<file path="src/core/tcr_cfg.svh">
`ifndef TCR_CFG_SVH
`define TCR_CFG_SVH
// Register byte offsets
`define TCR_OFF_AUX_CTRL   8'h14
`define TCR_OFF_CORE_CTRL  8'h18
`define TCR_OFF_AUX_CNT    8'h2C
`define TCR_OFF_CORE_CNT   8'h30
`define TCR_OFF_CAP_VAL    8'h34
`define TCR_OFF_PORT_SEL   8'h38
// Reset values
`define TCR_RST_CTRL       16'h0000
`define TCR_RST_CNT        16'h0000
// Writable bits of the control registers
`define TCR_MASK_CORE      16'hDEFF
`define TCR_MASK_AUX       16'hF6FF
// Count limits
`define TCR_CNT_MAX        16'hFFFF
`define TCR_CNT_ZERO       16'h0000
// Block prescaler terminal counts, factor minus one
`define TCR_PS_DIV2        4'h1
`define TCR_PS_DIV4        4'h3
`define TCR_PS_DIV8        4'h7
`define TCR_PS_DIV16       4'hF
// Block prescaler encodings
`define TCR_BPS_DIV2       2'b01
`define TCR_BPS_DIV4       2'b00
`define TCR_BPS_DIV8       2'b11
// Timer modes
`define TCR_MODE_TIMER     3'b000
`define TCR_MODE_COUNTER   3'b001
// Bus responses
`define TCR_RESP_OKAY      2'b00
`define TCR_RESP_SLVERR    2'b10
`endif

</file>
<file path="src/core/tcr_pkg.sv">
package tcr_pkg;
  typedef struct packed {
    logic       reload_en;
    logic       clr;
    logic       rsv13;
    logic [1:0] bps;
    logic       latch;
    logic       oe;
    logic       ude;
    logic       down;
    logic       run;
    logic [2:0] mode;
    logic [2:0] tin;
  } tcr_core_ctrl_t;

  typedef struct packed {
    logic       capture_en;
    logic       clr;
    logic [1:0] edge_sel;
    logic       rsv11;
    logic       enc_sel;
    logic       remote;
    logic       ude;
    logic       down;
    logic       run;
    logic [2:0] mode;
    logic [2:0] tin;
  } tcr_aux_ctrl_t;

  typedef enum logic [2:0] {
    TCR_SEL_NONE = 3'd0,
    TCR_SEL_ACTL = 3'd1,
    TCR_SEL_CCTL = 3'd2,
    TCR_SEL_AUX  = 3'd3,
    TCR_SEL_CORE = 3'd4,
    TCR_SEL_CAP  = 3'd5,
    TCR_SEL_PSEL = 3'd6
  } tcr_sel_t;
endpackage : tcr_pkg

</file>
<file path="src/core/tcr_timer_capture_reload.sv">
`timescale 1ns/1ps
`include "tcr_cfg.svh"
module tcr_timer_capture_reload #(
  parameter int AW = 8
) (
  input  wire logic          aclk,
  input  wire logic          aresetn,
  input  wire logic          ce,
  input  wire logic [AW-1:0] s_axi_awaddr,
  input  wire logic          s_axi_awvalid,
  output logic               s_axi_awready,
  input  wire logic [31:0]   s_axi_wdata,
  input  wire logic [3:0]    s_axi_wstrb,
  input  wire logic          s_axi_wvalid,
  output logic               s_axi_wready,
  output logic [1:0]         s_axi_bresp,
  output logic               s_axi_bvalid,
  input  wire logic          s_axi_bready,
  input  wire logic [AW-1:0] s_axi_araddr,
  input  wire logic          s_axi_arvalid,
  output logic               s_axi_arready,
  output logic [31:0]        s_axi_rdata,
  output logic [1:0]         s_axi_rresp,
  output logic               s_axi_rvalid,
  input  wire logic          s_axi_rready,
  input  wire logic          capture_input_pin,
  input  wire logic          encoder_count_input,
  input  wire logic          encoder_direction_input,
  input  wire logic          aux_count_pin,
  input  wire logic          core_count_pin,
  input  wire logic          enc_read_a,
  input  wire logic          enc_read_b,
  input  wire logic          enc_read_c,
  output logic               capture_irq_line,
  output logic               core_timer_irq_line,
  output logic               core_underflow_pulse,
  output logic               toggle_output_pin
);

  ////////////////////////////////////////////////////////////////////////////
  // Functions
  function automatic logic hit2(input logic [1:0] sel, input logic a, input logic b);
    hit2 = (sel[0] & a) | (sel[1] & b);
  endfunction : hit2

  function automatic logic [6:0] pmask(input logic [2:0] s);
    pmask = 7'h7F >> (3'd7 - s);
  endfunction : pmask

  function automatic logic [3:0] ps_lim(input logic [1:0] b);
    case (b)
      `TCR_BPS_DIV2: ps_lim = `TCR_PS_DIV2;
      `TCR_BPS_DIV4: ps_lim = `TCR_PS_DIV4;
      `TCR_BPS_DIV8: ps_lim = `TCR_PS_DIV8;
      default:       ps_lim = `TCR_PS_DIV16;
    endcase
  endfunction : ps_lim

  function automatic tcr_pkg::tcr_sel_t dec(input logic [AW-1:0] a);
    case (a[7:0])
      `TCR_OFF_AUX_CTRL:  dec = tcr_pkg::TCR_SEL_ACTL;
      `TCR_OFF_CORE_CTRL: dec = tcr_pkg::TCR_SEL_CCTL;
      `TCR_OFF_AUX_CNT:   dec = tcr_pkg::TCR_SEL_AUX;
      `TCR_OFF_CORE_CNT:  dec = tcr_pkg::TCR_SEL_CORE;
      `TCR_OFF_CAP_VAL:   dec = tcr_pkg::TCR_SEL_CAP;
      `TCR_OFF_PORT_SEL:  dec = tcr_pkg::TCR_SEL_PSEL;
      default:            dec = tcr_pkg::TCR_SEL_NONE;
    endcase
    if ((a >> 8) != '0) begin
      dec = tcr_pkg::TCR_SEL_NONE;
    end
  endfunction : dec

  function automatic logic [15:0] wmerge(input logic [15:0] o, input logic [31:0] d,
                                         input logic [3:0] s);
    wmerge = {s[1] ? d[15:8] : o[15:8], s[0] ? d[7:0] : o[7:0]};
  endfunction : wmerge

  ////////////////////////////////////////////////////////////////////////////
  // State
  tcr_pkg::tcr_core_ctrl_t cctl_ff;
  tcr_pkg::tcr_aux_ctrl_t  actl_ff;
  logic [15:0]             aux_cnt_ff;
  logic [15:0]             core_cnt_ff;
  logic [15:0]             cap_ff;
  logic                    psel_ff;
  logic [3:0]              ps_ff;
  logic [6:0]              pre_ff;
  logic [4:0]              sy1_ff;
  logic [4:0]              sy2_ff;
  logic [4:0]              smp_ff;
  logic                    rd_pend_ff;
  logic                    aw_v_ff;
  logic                    w_v_ff;
  logic [AW-1:0]           awaddr_ff;
  logic [31:0]             wdata_ff;
  logic [3:0]              wstrb_ff;

  ////////////////////////////////////////////////////////////////////////////
  // Basic clock prescaler
  logic basic_tick;
  assign basic_tick = (ps_ff >= ps_lim(cctl_ff.bps));

  always_ff @(posedge aclk) begin
    if (!aresetn) begin
      ps_ff  <= 4'h0;
      pre_ff <= 7'h00;
    end else if (ce) begin
      ps_ff <= basic_tick ? 4'h0 : ps_ff + 4'h1;
      if (basic_tick) begin
        pre_ff <= pre_ff + 7'h01;
      end
    end
  end

  ////////////////////////////////////////////////////////////////////////////
  // Input synchronisers and basic clock sampling
  logic [4:0] pins;
  logic [4:0] rise;
  logic [4:0] fall;
  assign pins = {core_count_pin, aux_count_pin, encoder_direction_input,
                 encoder_count_input, capture_input_pin};
  assign rise = {5{basic_tick}} & sy2_ff & ~smp_ff;
  assign fall = {5{basic_tick}} & ~sy2_ff & smp_ff;

  always_ff @(posedge aclk) begin
    if (!aresetn) begin
      sy1_ff <= 5'h00;
      sy2_ff <= 5'h00;
      smp_ff <= 5'h00;
    end else if (ce) begin
      sy1_ff <= pins;
      sy2_ff <= sy1_ff;
      if (basic_tick) begin
        smp_ff <= sy2_ff;
      end
    end
  end

  ////////////////////////////////////////////////////////////////////////////
  // Capture trigger
  logic rd_req;
  logic rd_hit;
  logic cap_trig;
  assign rd_req = psel_ff ? (enc_read_a | enc_read_b | enc_read_c) : enc_read_b;
  assign rd_hit = basic_tick & rd_pend_ff;
  always_comb begin
    cap_trig = 1'b0;
    if (basic_tick && actl_ff.edge_sel != 2'b00) begin
      if (actl_ff.enc_sel) begin
        cap_trig = hit2(actl_ff.edge_sel, rise[1] | fall[1], rise[2] | fall[2]);
      end else begin
        cap_trig = hit2(actl_ff.edge_sel, rise[0], fall[0]) |
                   ((actl_ff.edge_sel == 2'b01) & rd_hit);
      end
    end
  end

  always_ff @(posedge aclk) begin
    if (!aresetn) begin
      rd_pend_ff <= 1'b0;
    end else if (ce) begin
      rd_pend_ff <= rd_req | (rd_pend_ff & ~basic_tick);
    end
  end

  ////////////////////////////////////////////////////////////////////////////
  // Count enables
  logic aux_run;
  logic aux_cnt;
  logic core_cnt;
  logic core_ovf;
  logic core_unf;
  logic core_wrap;
  assign aux_run = actl_ff.remote ? cctl_ff.run : actl_ff.run;
  assign core_ovf = core_cnt & ~cctl_ff.down & (core_cnt_ff == `TCR_CNT_MAX);
  assign core_unf = core_cnt & cctl_ff.down & (core_cnt_ff == `TCR_CNT_ZERO);
  assign core_wrap = core_ovf | core_unf;

  always_comb begin
    core_cnt = 1'b0;
    if (cctl_ff.run && basic_tick) begin
      if (cctl_ff.mode == `TCR_MODE_TIMER) begin
        core_cnt = ((pre_ff & pmask(cctl_ff.tin)) == pmask(cctl_ff.tin));
      end else if (cctl_ff.mode == `TCR_MODE_COUNTER) begin
        core_cnt = hit2(cctl_ff.tin[1:0], rise[4], fall[4]);
      end else if (cctl_ff.mode[2:1] == 2'b01) begin
        core_cnt = ((pre_ff & pmask(cctl_ff.tin)) == pmask(cctl_ff.tin)) &
                   (smp_ff[4] == cctl_ff.mode[0]);
      end
    end
  end

  always_comb begin
    aux_cnt = 1'b0;
    if (aux_run && basic_tick) begin
      if (actl_ff.mode == `TCR_MODE_TIMER) begin
        aux_cnt = ((pre_ff & pmask(actl_ff.tin)) == pmask(actl_ff.tin));
      end else if (actl_ff.mode == `TCR_MODE_COUNTER) begin
        aux_cnt = actl_ff.tin[2] ?
                  hit2(actl_ff.tin[1:0], core_wrap & ~cctl_ff.latch, core_wrap & cctl_ff.latch) :
                  hit2(actl_ff.tin[1:0], rise[3], fall[3]);
      end else if (actl_ff.mode[2:1] == 2'b01) begin
        aux_cnt = ((pre_ff & pmask(actl_ff.tin)) == pmask(actl_ff.tin)) &
                  (smp_ff[3] == actl_ff.mode[0]);
      end
    end
  end

  ////////////////////////////////////////////////////////////////////////////
  // Register writes
  logic                wr_go;
  tcr_pkg::tcr_sel_t   wsel;
  logic [15:0]         wv_cctl;
  assign wr_go = aw_v_ff & w_v_ff & ~s_axi_bvalid;
  assign wsel = dec(awaddr_ff);
  assign wv_cctl = wmerge(cctl_ff, wdata_ff, wstrb_ff) & `TCR_MASK_CORE;

  always_ff @(posedge aclk) begin
    if (!aresetn) begin
      cctl_ff <= `TCR_RST_CTRL;
      actl_ff <= `TCR_RST_CTRL;
      psel_ff <= 1'b0;
    end else if (ce) begin
      if (wr_go && wsel == tcr_pkg::TCR_SEL_CCTL) begin
        cctl_ff <= wv_cctl;
      end
      if (core_wrap) begin
        cctl_ff.latch <= ~cctl_ff.latch;
      end
      if (wr_go && wsel == tcr_pkg::TCR_SEL_ACTL) begin
        actl_ff <= wmerge(actl_ff, wdata_ff, wstrb_ff) & `TCR_MASK_AUX;
      end
      if (wr_go && wsel == tcr_pkg::TCR_SEL_PSEL && wstrb_ff[0]) begin
        psel_ff <= wdata_ff[0];
      end
    end
  end

  ////////////////////////////////////////////////////////////////////////////
  // Timers and capture register
  always_ff @(posedge aclk) begin
    if (!aresetn) begin
      aux_cnt_ff <= `TCR_RST_CNT;
    end else if (ce) begin
      if (cap_trig && actl_ff.clr) begin
        aux_cnt_ff <= `TCR_CNT_ZERO;
      end else if (wr_go && wsel == tcr_pkg::TCR_SEL_AUX) begin
        aux_cnt_ff <= wmerge(aux_cnt_ff, wdata_ff, wstrb_ff);
      end else if (aux_cnt) begin
        aux_cnt_ff <= actl_ff.down ? aux_cnt_ff - 16'h0001 : aux_cnt_ff + 16'h0001;
      end
    end
  end

  always_ff @(posedge aclk) begin
    if (!aresetn) begin
      core_cnt_ff <= `TCR_RST_CNT;
    end else if (ce) begin
      if (cap_trig && cctl_ff.clr) begin
        core_cnt_ff <= `TCR_CNT_ZERO;
      end else if (wr_go && wsel == tcr_pkg::TCR_SEL_CORE) begin
        core_cnt_ff <= wmerge(core_cnt_ff, wdata_ff, wstrb_ff);
      end else if (core_wrap && cctl_ff.reload_en) begin
        core_cnt_ff <= cap_ff;
      end else if (core_cnt) begin
        core_cnt_ff <= cctl_ff.down ? core_cnt_ff - 16'h0001 : core_cnt_ff + 16'h0001;
      end
    end
  end

  always_ff @(posedge aclk) begin
    if (!aresetn) begin
      cap_ff <= `TCR_RST_CNT;
    end else if (ce) begin
      if (cap_trig && actl_ff.capture_en) begin
        cap_ff <= aux_cnt_ff;
      end else if (wr_go && wsel == tcr_pkg::TCR_SEL_CAP) begin
        cap_ff <= wmerge(cap_ff, wdata_ff, wstrb_ff);
      end
    end
  end

  ////////////////////////////////////////////////////////////////////////////
  // Event outputs
  always_ff @(posedge aclk) begin
    if (!aresetn) begin
      capture_irq_line     <= 1'b0;
      core_timer_irq_line  <= 1'b0;
      core_underflow_pulse <= 1'b0;
      toggle_output_pin    <= 1'b0;
    end else if (ce) begin
      capture_irq_line     <= cap_trig;
      core_timer_irq_line  <= core_wrap;
      core_underflow_pulse <= core_unf;
      toggle_output_pin    <= cctl_ff.oe & cctl_ff.latch;
    end
  end

  ////////////////////////////////////////////////////////////////////////////
  // AXI4-Lite slave
  always_ff @(posedge aclk) begin
    if (!aresetn) begin
      aw_v_ff       <= 1'b0;
      w_v_ff        <= 1'b0;
      awaddr_ff     <= '0;
      wdata_ff      <= 32'h0000_0000;
      wstrb_ff      <= 4'h0;
      s_axi_awready <= 1'b0;
      s_axi_wready  <= 1'b0;
      s_axi_bvalid  <= 1'b0;
      s_axi_bresp   <= `TCR_RESP_OKAY;
    end else if (ce) begin
      s_axi_awready <= ~aw_v_ff & ~s_axi_bvalid & ~(s_axi_awvalid & s_axi_awready);
      s_axi_wready  <= ~w_v_ff & ~s_axi_bvalid & ~(s_axi_wvalid & s_axi_wready);
      if (s_axi_awvalid && s_axi_awready) begin
        aw_v_ff   <= 1'b1;
        awaddr_ff <= s_axi_awaddr;
      end
      if (s_axi_wvalid && s_axi_wready) begin
        w_v_ff   <= 1'b1;
        wdata_ff <= s_axi_wdata;
        wstrb_ff <= s_axi_wstrb;
      end
      if (wr_go) begin
        aw_v_ff      <= 1'b0;
        w_v_ff       <= 1'b0;
        s_axi_bvalid <= 1'b1;
        s_axi_bresp  <= (wsel == tcr_pkg::TCR_SEL_NONE) ? `TCR_RESP_SLVERR : `TCR_RESP_OKAY;
      end else if (s_axi_bvalid && s_axi_bready) begin
        s_axi_bvalid <= 1'b0;
      end
    end
  end

  logic [15:0] rmux;
  always_comb begin
    case (dec(s_axi_araddr))
      tcr_pkg::TCR_SEL_ACTL: rmux = actl_ff;
      tcr_pkg::TCR_SEL_CCTL: rmux = cctl_ff;
      tcr_pkg::TCR_SEL_AUX:  rmux = aux_cnt_ff;
      tcr_pkg::TCR_SEL_CORE: rmux = core_cnt_ff;
      tcr_pkg::TCR_SEL_CAP:  rmux = cap_ff;
      tcr_pkg::TCR_SEL_PSEL: rmux = {15'h0000, psel_ff};
      default:               rmux = 16'h0000;
    endcase
  end

  always_ff @(posedge aclk) begin
    if (!aresetn) begin
      s_axi_arready <= 1'b0;
      s_axi_rvalid  <= 1'b0;
      s_axi_rdata   <= 32'h0000_0000;
      s_axi_rresp   <= `TCR_RESP_OKAY;
    end else if (ce) begin
      s_axi_arready <= ~s_axi_rvalid & ~(s_axi_arvalid & s_axi_arready);
      if (s_axi_arvalid && s_axi_arready) begin
        s_axi_rvalid <= 1'b1;
        s_axi_rdata  <= {16'h0000, rmux};
        s_axi_rresp  <= (dec(s_axi_araddr) == tcr_pkg::TCR_SEL_NONE) ?
                        `TCR_RESP_SLVERR : `TCR_RESP_OKAY;
      end else if (s_axi_rvalid && s_axi_rready) begin
        s_axi_rvalid <= 1'b0;
      end
    end
  end
endmodule : tcr_timer_capture_reload

</file>
<file path="config.mk">
export PLATFORM = sky130hd
export DESIGN_NAME = tcr_timer_capture_reload
export DESIGN_NICKNAME = d
export VERILOG_FILES = /design/src/core/tcr_pkg.sv /design/src/core/tcr_timer_capture_reload.sv
export VERILOG_INCLUDE_DIRS = /design/src /design/src/core
export SDC_FILE = /design/constraint.sdc
export NUM_CORES = 1
export LEC_CHECK = 0
export ABC_AREA = 1
export BUFFER_PORTS_ARGS = -buffer_cell sky130_fd_sc_hd__buf_2
export CAP_MARGIN = 20
export CORE_ASPECT_RATIO = 0.8
export CORE_MARGIN = 2
export CORE_UTILIZATION = 28
export CTS_CLUSTER_DIAMETER = 120
export DETAILED_ROUTE_END_ITERATION = 7
export GPL_TIMING_DRIVEN = 0
export PLACE_DENSITY_LB_ADDON = 0.08
export SLEW_MARGIN = 20
export SYNTH_ARGS = -nofsm -noshare
export SYNTH_HDL_FRONTEND = slang
export SYNTH_SLANG_ARGS = --single-unit
</file>
<file path="constraint.sdc">
create_clock -name aclk -period 2.25 [get_ports aclk]
set_input_delay 0 -clock aclk [delete_from_list [all_inputs] [get_ports aclk]]
set_output_delay 0 -clock aclk [all_outputs]
set_load 0.05 [all_outputs]
</file>
# Word-level counts from Yosys, hierarchy flattened
# Index checks and enable logic that the tools add are counted.
[totals]
register_bits = 161
in_bits = 68
output_inout_bits = 45
wordCells = 267
[classes]
n_addsub = 8
n_lt_le_gt_ge = 1
n_eq_ne = 40
shift = 2
mux = 48
bitwise = 62
reduce_logical = 58
[op_table]
columns = ["cell", "count"]
rows = [
  ["2-to-1 mux 16 bit", 11],
  ["case mux 16 bit (6 select lines)", 1],
  ["== test 8 x 6 -> 1 bit (second input constant)", 8],
  ["case mux 3 bit (6 select lines)", 2],
  ["AND reduction 3 bit", 11],
  ["adder 16 x 1 -> 16 bit (second input constant)", 2],
  ["AND 1 bit", 32],
  ["== test 8 x 5 -> 1 bit (second input constant)", 4],
  ["subtractor 16 x 1 -> 16 bit (second input constant)", 2],
  ["2-to-1 mux 8 bit", 3],
  ["2-to-1 mux 1 bit", 22],
  ["AND 5 bit", 4],
  ["AND reduction 2 bit", 10],
  ["nonzero test 2 bit", 10],
  ["logical AND 1 bit", 19],
  ["== test 3 bit (second input constant)", 6],
  ["== test 16 bit (second input constant)", 1],
  ["logical NOT 16 bit", 1],
  ["AND 7 bit", 2],
  ["== test 7 bit", 2],
  [">> shifter 7 x 3 -> 7 bit (first input constant)", 2],
  ["== test 3 x 1 -> 1 bit (second input constant)", 4],
  ["== test 3 x 2 -> 1 bit (second input constant)", 4],
  ["logical NOT 3 bit", 4],
  ["19 further kinds", 52],
]

# Depth between registers and ports, before layout
[logic_depth]
word_depth = 23
depth_mapped = 19
ltp_nobuf = 18

# Worst setup path after synthesis
# Ideal clock, no wire load.
[synth_path]
path_type = "reg-to-reg"
from = "register cctl_ff[7] in the netlist's numbering"
to = "register core_cnt_ff[9]"
setup_ns = 0.132
arrival_ns = 2.234
t_required_ns = 2.118
path_slack_ns = -0.116
stages_incl_launch_ff = 11
path_buffers = 0
synth_period_minus_slack_ns = 2.366
cell_sequence = "dfxtp_1 ha_1 a21oi_1 nand2_1 a21boi_0 o21ai_0 a31oi_1 xor2_1 o21ai_0 o21ai_0 a21oi_1"
[synth_between]
elab_chain_cells = 8
elab_cells_between_ends = 14
cone_classes = "mux: 5; bitwise: 6; reduce/logical: 3"
[synth_rtl]
columns = ["item", "line_no", "text"]
rows = [
  ["start, declared", "tcr_timer_capture_reload.sv:81", "tcr_pkg::tcr_core_ctrl_t cctl_ff;"],
  ["start signal, assigned", "tcr_timer_capture_reload.sv:221", "cctl_ff <= `TCR_RST_CTRL;"],
  ["start signal, assigned", "tcr_timer_capture_reload.sv:226", "cctl_ff <= wv_cctl;"],
  ["inverter 1 bit", "tcr_timer_capture_reload.sv:176", "assign core_ovf = core_cnt & ~cctl_ff.down & (core_cnt_ff == `TCR_CNT_MAX);"],
  ["AND 1 bit (2 in series)", "tcr_timer_capture_reload.sv:176", ""],
  ["bitwise OR 1 bit", "tcr_timer_capture_reload.sv:178", "assign core_wrap = core_ovf | core_unf;"],
  ["logical AND 1 bit", "tcr_timer_capture_reload.sv:264", "end else if (core_wrap && cctl_ff.reload_en) begin"],
  ["2-to-1 mux 16 bit", "tcr_timer_capture_reload.sv:264", ""],
  ["2-to-1 mux 16 bit", "tcr_timer_capture_reload.sv:262", "end else if (wr_go && wsel == tcr_pkg::TCR_SEL_CORE) begin"],
  ["2-to-1 mux 16 bit", "tcr_timer_capture_reload.sv:260", "if (cap_trig && cctl_ff.clr) begin"],
  ["end signal, assigned", "tcr_timer_capture_reload.sv:261", "core_cnt_ff <= `TCR_CNT_ZERO;"],
  ["end signal, assigned", "tcr_timer_capture_reload.sv:263", "core_cnt_ff <= wmerge(core_cnt_ff, wdata_ff, wstrb_ff);"],
  ["end signal, assigned", "tcr_timer_capture_reload.sv:265", "core_cnt_ff <= cap_ff;"],
  ["end, declared", "tcr_timer_capture_reload.sv:84", "logic [15:0] core_cnt_ff;"],
]
# Several ways; a longest one is shown, not always the timed one. The select of a mux whose other input is x is not followed.
# A chain may end at the register's enable or synchronous reset.

# Final worst setup path
[layout_path]
from = "register cctl_ff[7] in the netlist's numbering"
to = "register aux_cnt_ff[10]"
[layout_between]
elab_chain_cells = 13
elab_cells_between_ends = 17
cone_classes = "mux: 4; bitwise: 11; reduce/logical: 2"
[layout_rtl]
columns = ["item", "line_no", "text"]
rows = [
  ["inverter 1 bit", "tcr_timer_capture_reload.sv:176", ""],
  ["AND 1 bit (2 in series)", "tcr_timer_capture_reload.sv:176", ""],
  ["bitwise OR 1 bit (*)", "tcr_timer_capture_reload.sv:178", ""],
  ["AND 1 bit", "tcr_timer_capture_reload.sv:201", "hit2(actl_ff.tin[1:0], core_wrap & ~cctl_ff.latch, core_wrap & cctl_ff.latch) :"],
  ["AND 1 bit", "tcr_timer_capture_reload.sv:43", "hit2 = (sel[0] & a) | (sel[1] & b);"],
  ["bitwise OR 1 bit (*)", "tcr_timer_capture_reload.sv:43", ""],
  ["2-to-1 mux 1 bit (*)", "tcr_timer_capture_reload.sv:200", "aux_cnt = actl_ff.tin[2] ?"],
  ["2-to-1 mux 1 bit (*)", "tcr_timer_capture_reload.sv:199", "end else if (actl_ff.mode == `TCR_MODE_COUNTER) begin"],
  ["2-to-1 mux 1 bit (*)", "tcr_timer_capture_reload.sv:197", "if (actl_ff.mode == `TCR_MODE_TIMER) begin"],
  ["2-to-1 mux 1 bit (*)", "tcr_timer_capture_reload.sv:196", "if (aux_run && basic_tick) begin"],
  ["nonzero test 3 bit (no source line) (*)", "--", ""],
  ["AND reduction 3 bit (no source line) (*)", "--", ""],
  ["end signal, assigned", "tcr_timer_capture_reload.sv:244", "aux_cnt_ff <= `TCR_RST_CNT;"],
  ["end signal, assigned", "tcr_timer_capture_reload.sv:247", "aux_cnt_ff <= `TCR_CNT_ZERO;"],
  ["end signal, assigned", "tcr_timer_capture_reload.sv:249", "aux_cnt_ff <= wmerge(aux_cnt_ff, wdata_ff, wstrb_ff);"],
  ["end, declared", "tcr_timer_capture_reload.sv:83", "logic [15:0] aux_cnt_ff;"],
]
# Mark *: on every way between the ends. The rest lies on a longest branch, timed or not.

==> flow_metrics.py <==
metrics = {
    "run_status": {
        "status": "finished, violations left",
        "violations": "setup timing",
    },
    "setup_path": {
        "max_stage_delay_ps": 390,
        "critPathSlowestCell": "dfxtp_4",
        "start_kind": "register",
        "arrival_ps": 2710,
        "path_max_fanout": 7,
        "cp.required_ps": 2620,
        "crit_top_cell": "nand2_1",
        "worstPathCellList": "buf_4 > inv_1 > nand2_1 > nor3_2 > nand2_1 > nand2_2 > nand4_4 > nor2_1 > nor2_1 > nand2_1 > nand2_1 > nand2_1 > nand2_2 > nand2_4 > nand3_4 > buf_6 > nand2_2 > nand2_1 > nor2_1",
        "path_class": "reg -> reg",
        "endpoint_kind": "register",
    },
    "global_route": {
        "grt_use_total_pct": 22.6,
        "antenna_found_initial": 0,
        "grt_pass1_vias": 8995,
        "grt_pass1_wl_mm": 57.2,
        "grt_start_max_net_pins": 17,
        "gr-total-overflow": 0,
    },
    "cells_and_area": {
        "n_antenna_cell": 0,
        "fillers": 3510,
        "drive_above_1_share_pct": 22.3,
        "instances_no_fill": 1977,
        "nNetsFinal": 1642,
        "fin_area_sq_um": 12300,
        "area_delta_synth_final_pct": 34.3,
    },
    "clock_network": {
        "h-tree-depth": 4,
        "root_buffer": "clkbuf_16",
        "clk_pin_slew_ps": 60,
        "cts.sinks": 159,
        "cts_tree": "built",
        "cts_buffers": 17,
        "clk_latency_ps": 440,
        "clockBufferDepth": 2,
    },
    "detailed_routing": {
        "vias_per_cell": 5.07,
        "drt_pass1_iterations": 5,
        "dr.first_iter.drc_count": 844,
        "totalWireLength_mm": 39.3,
        "num_vias": 10000,
        "wire_per_inst_microns": 19.9,
        "drc": 0,
        "ant_nets": 0,
    },
    "timing": {
        "tightest_slew_ps": 928,
        "timing.final.crit_share_pct": 104,
        "setup-tns-final_ps": -1130,
        "finalHoldViolCount": 0,
        "slew_violations": 0,
        "finalSetupViolations": 17,
        "fin_skew_ps": 12.0,
        "timing.fmax_mhz": 427,
        "worst_slack_ps": -91.5,
        "maxSlewHeadroom_pct": 38.1,
        "period_minus_slack_ps": 2340,
        "rsz0062_at_grt": "yes",
    },
    "yosys": {
        "synth_edf_count": 0,
        "syn_inst": 1340,
        "synthTopCellsByCount": "267 x nand2_1, 162 x a21oi_1, 159 x dfxtp_1, 148 x o21ai_0, 135 x inv_1",
        "synth_area_leader_cell": "dfxtp_1",
        "ys_seq_area_share_pct": 34.8,
        "async_reset_ff_share_pct": 0,
        "synth_top_cell_area_share_pct": 34.8,
        "synthDistinctLibCells": 49,
        "yosys_warnings": 0,
        "synth-seq-cells": 159,
        "syn_area_sq_um": 9150,
        "synth.area.top_cells": "dfxtp_1 35%, nand2_1 11%, a21oi_1 8.9%, o21ai_0 8.1%, inv_1 5.5%",
        "synth_most_common_cell": "nand2_1",
        "synth_flop_cell": "dfxtp_1",
        "syn_avg_cell_area_sq_um": 6.83,
    },
    "power": {
        "p_per_area_nw_per_um2": 526,
        "pwr-share-comb_pct": 8.0,
        "clkPwrFrac_pct": 46.9,
        "p_sw_share_pct": 25.0,
        "power.leakage_nw": 4.89,
        "power.switching_mw": 1.62,
        "internal_power_mw": 4.85,
        "ir_worst_vdd_uv": 547,
        "p_seq_share_pct": 45.1,
    },
    "floorplan": {
        "initial_core_util_pct": 28.3,
        "row_count": 59,
        "die_y_microns": 166,
        "io_pins": 113,
        "fp.coreArea_sq_um": 32300,
        "die-area_sq_um": 34200,
        "die_x_microns": 206,
    },
    "hold_path": {
        "hold_class": "in -> reg",
    },
    "run": {
        "drv_cap": 0,
    },
    "placed_design": {
        "port_buffers": 75,
        "post-dp-hpwl_mm": 29.9,
        "place_area_sq_um": 10100,
        "place_inst": 1859,
        "routabilityCongestion": 0.916,
    },
}
[per-layer routing]
metal  routed length (microns)  GRT usage (%)  vias up
met5                         0              0        -
met4                       538           4.88        0
met3                      2380           3.21       27
met2                     16000           31.1      340
met1                     20400           36.3     4728
li1                          -              -     4928
[kinds of logic (layout without fill, tap and decap cells)]
group                    Yosys count  after routing  share of synthesized area (%)
adder cells (fa/ha/maj)           35             35                           4.95
other                              1             18                         0.0410
flip-flops                       159            159                           34.8
buffers and inverters            219            412                           10.1
XOR/XNOR                          27             27                           2.58
AO/OA/AOI/OAI                    408            408                           24.7
AND/OR/NAND/NOR                  491            491                           22.8
[timing repair]
item                                    in CTS  in global routing
hold buffers                                37                  0
resized for setup                           92                154
endpoints found under the hold margin       36                  0
setup buffers                               19                 26
gates cloned                                 2                  3
pin swaps                                   20                 47
endpoints found under the setup margin      81                 83
[sequential cells by signal, summed over array words and instances (netlist names), 2 cells and up]
signal	count
cctl_ff	14
awaddr_ff	8
sy1_ff	5
cap_ff	16
actl_ff	14
sy2_ff	5
wstrb_ff	2
wdata_ff	16
pre_ff	7
ps_ff	4
aux_cnt_ff	16
core_cnt_ff	16
s_axi_rdata	16
smp_ff	5
[power by group through the flow]
stage               registers [mW]  clock network (mW)  logic (mW)
CTS                           2.92                3.06       0.498
finish                        2.92                3.03       0.518
floorplan                     2.98                   0       0.259
detailed placement            2.98                   0       0.438
global placement              2.98                   0       0.437
global route                  2.92                3.17       0.561
[area by class of cell]
| class | count | area [sq um] | area share [%] |
|---|---|---|---|
| Buffer | 72 | 439 | 3.57 |
| Clock buffer | 23 | 478 | 3.89 |
| Clock inverter | 7 | 110 | 0.896 |
| Tap cell | 427 | 534 | 4.35 |
| Inverter | 147 | 573 | 4.66 |
| Timing Repair Buffer | 163 | 1200 | 9.77 |
| Multi-Input combinational cell | 979 | 5740 | 46.7 |
| Sequential cell | 159 | 3210 | 26.1 |
[stage by stage]
step / util (%) / setup slack, ps / total power [mW] / hold WS, ps
global route: 38.0 / -225 / 6.65 / 40.5
finish: 38.0 / -91.5 / 6.47 / 43.7
CTS: 35.8 / -75.9 / 6.47 / 25.4
global placement: 31.3 / -647 / 3.42 / 224
floorplan: - / 76.4 / 3.23 / 135
detailed placement: 31.3 / -642 / 3.42 / 233
[cell usage in the layout, fill, tap and decap left out, drive strengths merged, types with 21 or more instances in the layout]
cell,count
nand2,270
clkbuf,61
a21oi,162
o21ai,154
dfxtp,159
nor2,110
a31oi,21
o211ai,32
ha,33
inv,142
buf,160
dlygate4sd3,37
nor3,24
nand3,59
[worst max-delay path, delay by kind of cell (launching register included)]
kind / cells / cell delay (ps)
and+or+nand+nor: 16 / 1510
buffers and inverters: 3 / 380
DFF: 1 / 390
[path summary, 6_finish.rpt]
kind,start,cells after the start,slack (ps),end
hold / removal,aresetn,3,40,s_axi_rdata[0]$_SDFFE_PN0P_
setup reg to reg,cctl_ff[7]$_SDFFE_PN0P_,19,-90,aux_cnt_ff[10]$_SDFFE_PN0P_
setup / recovery,cctl_ff[7]$_SDFFE_PN0P_,19,-90,aux_cnt_ff[10]$_SDFFE_PN0P_
hold reg to reg,awaddr_ff[1]$_SDFFE_PN0P_,2,440,awaddr_ff[1]$_SDFFE_PN0P_
(Power assumes the default switching activity.)
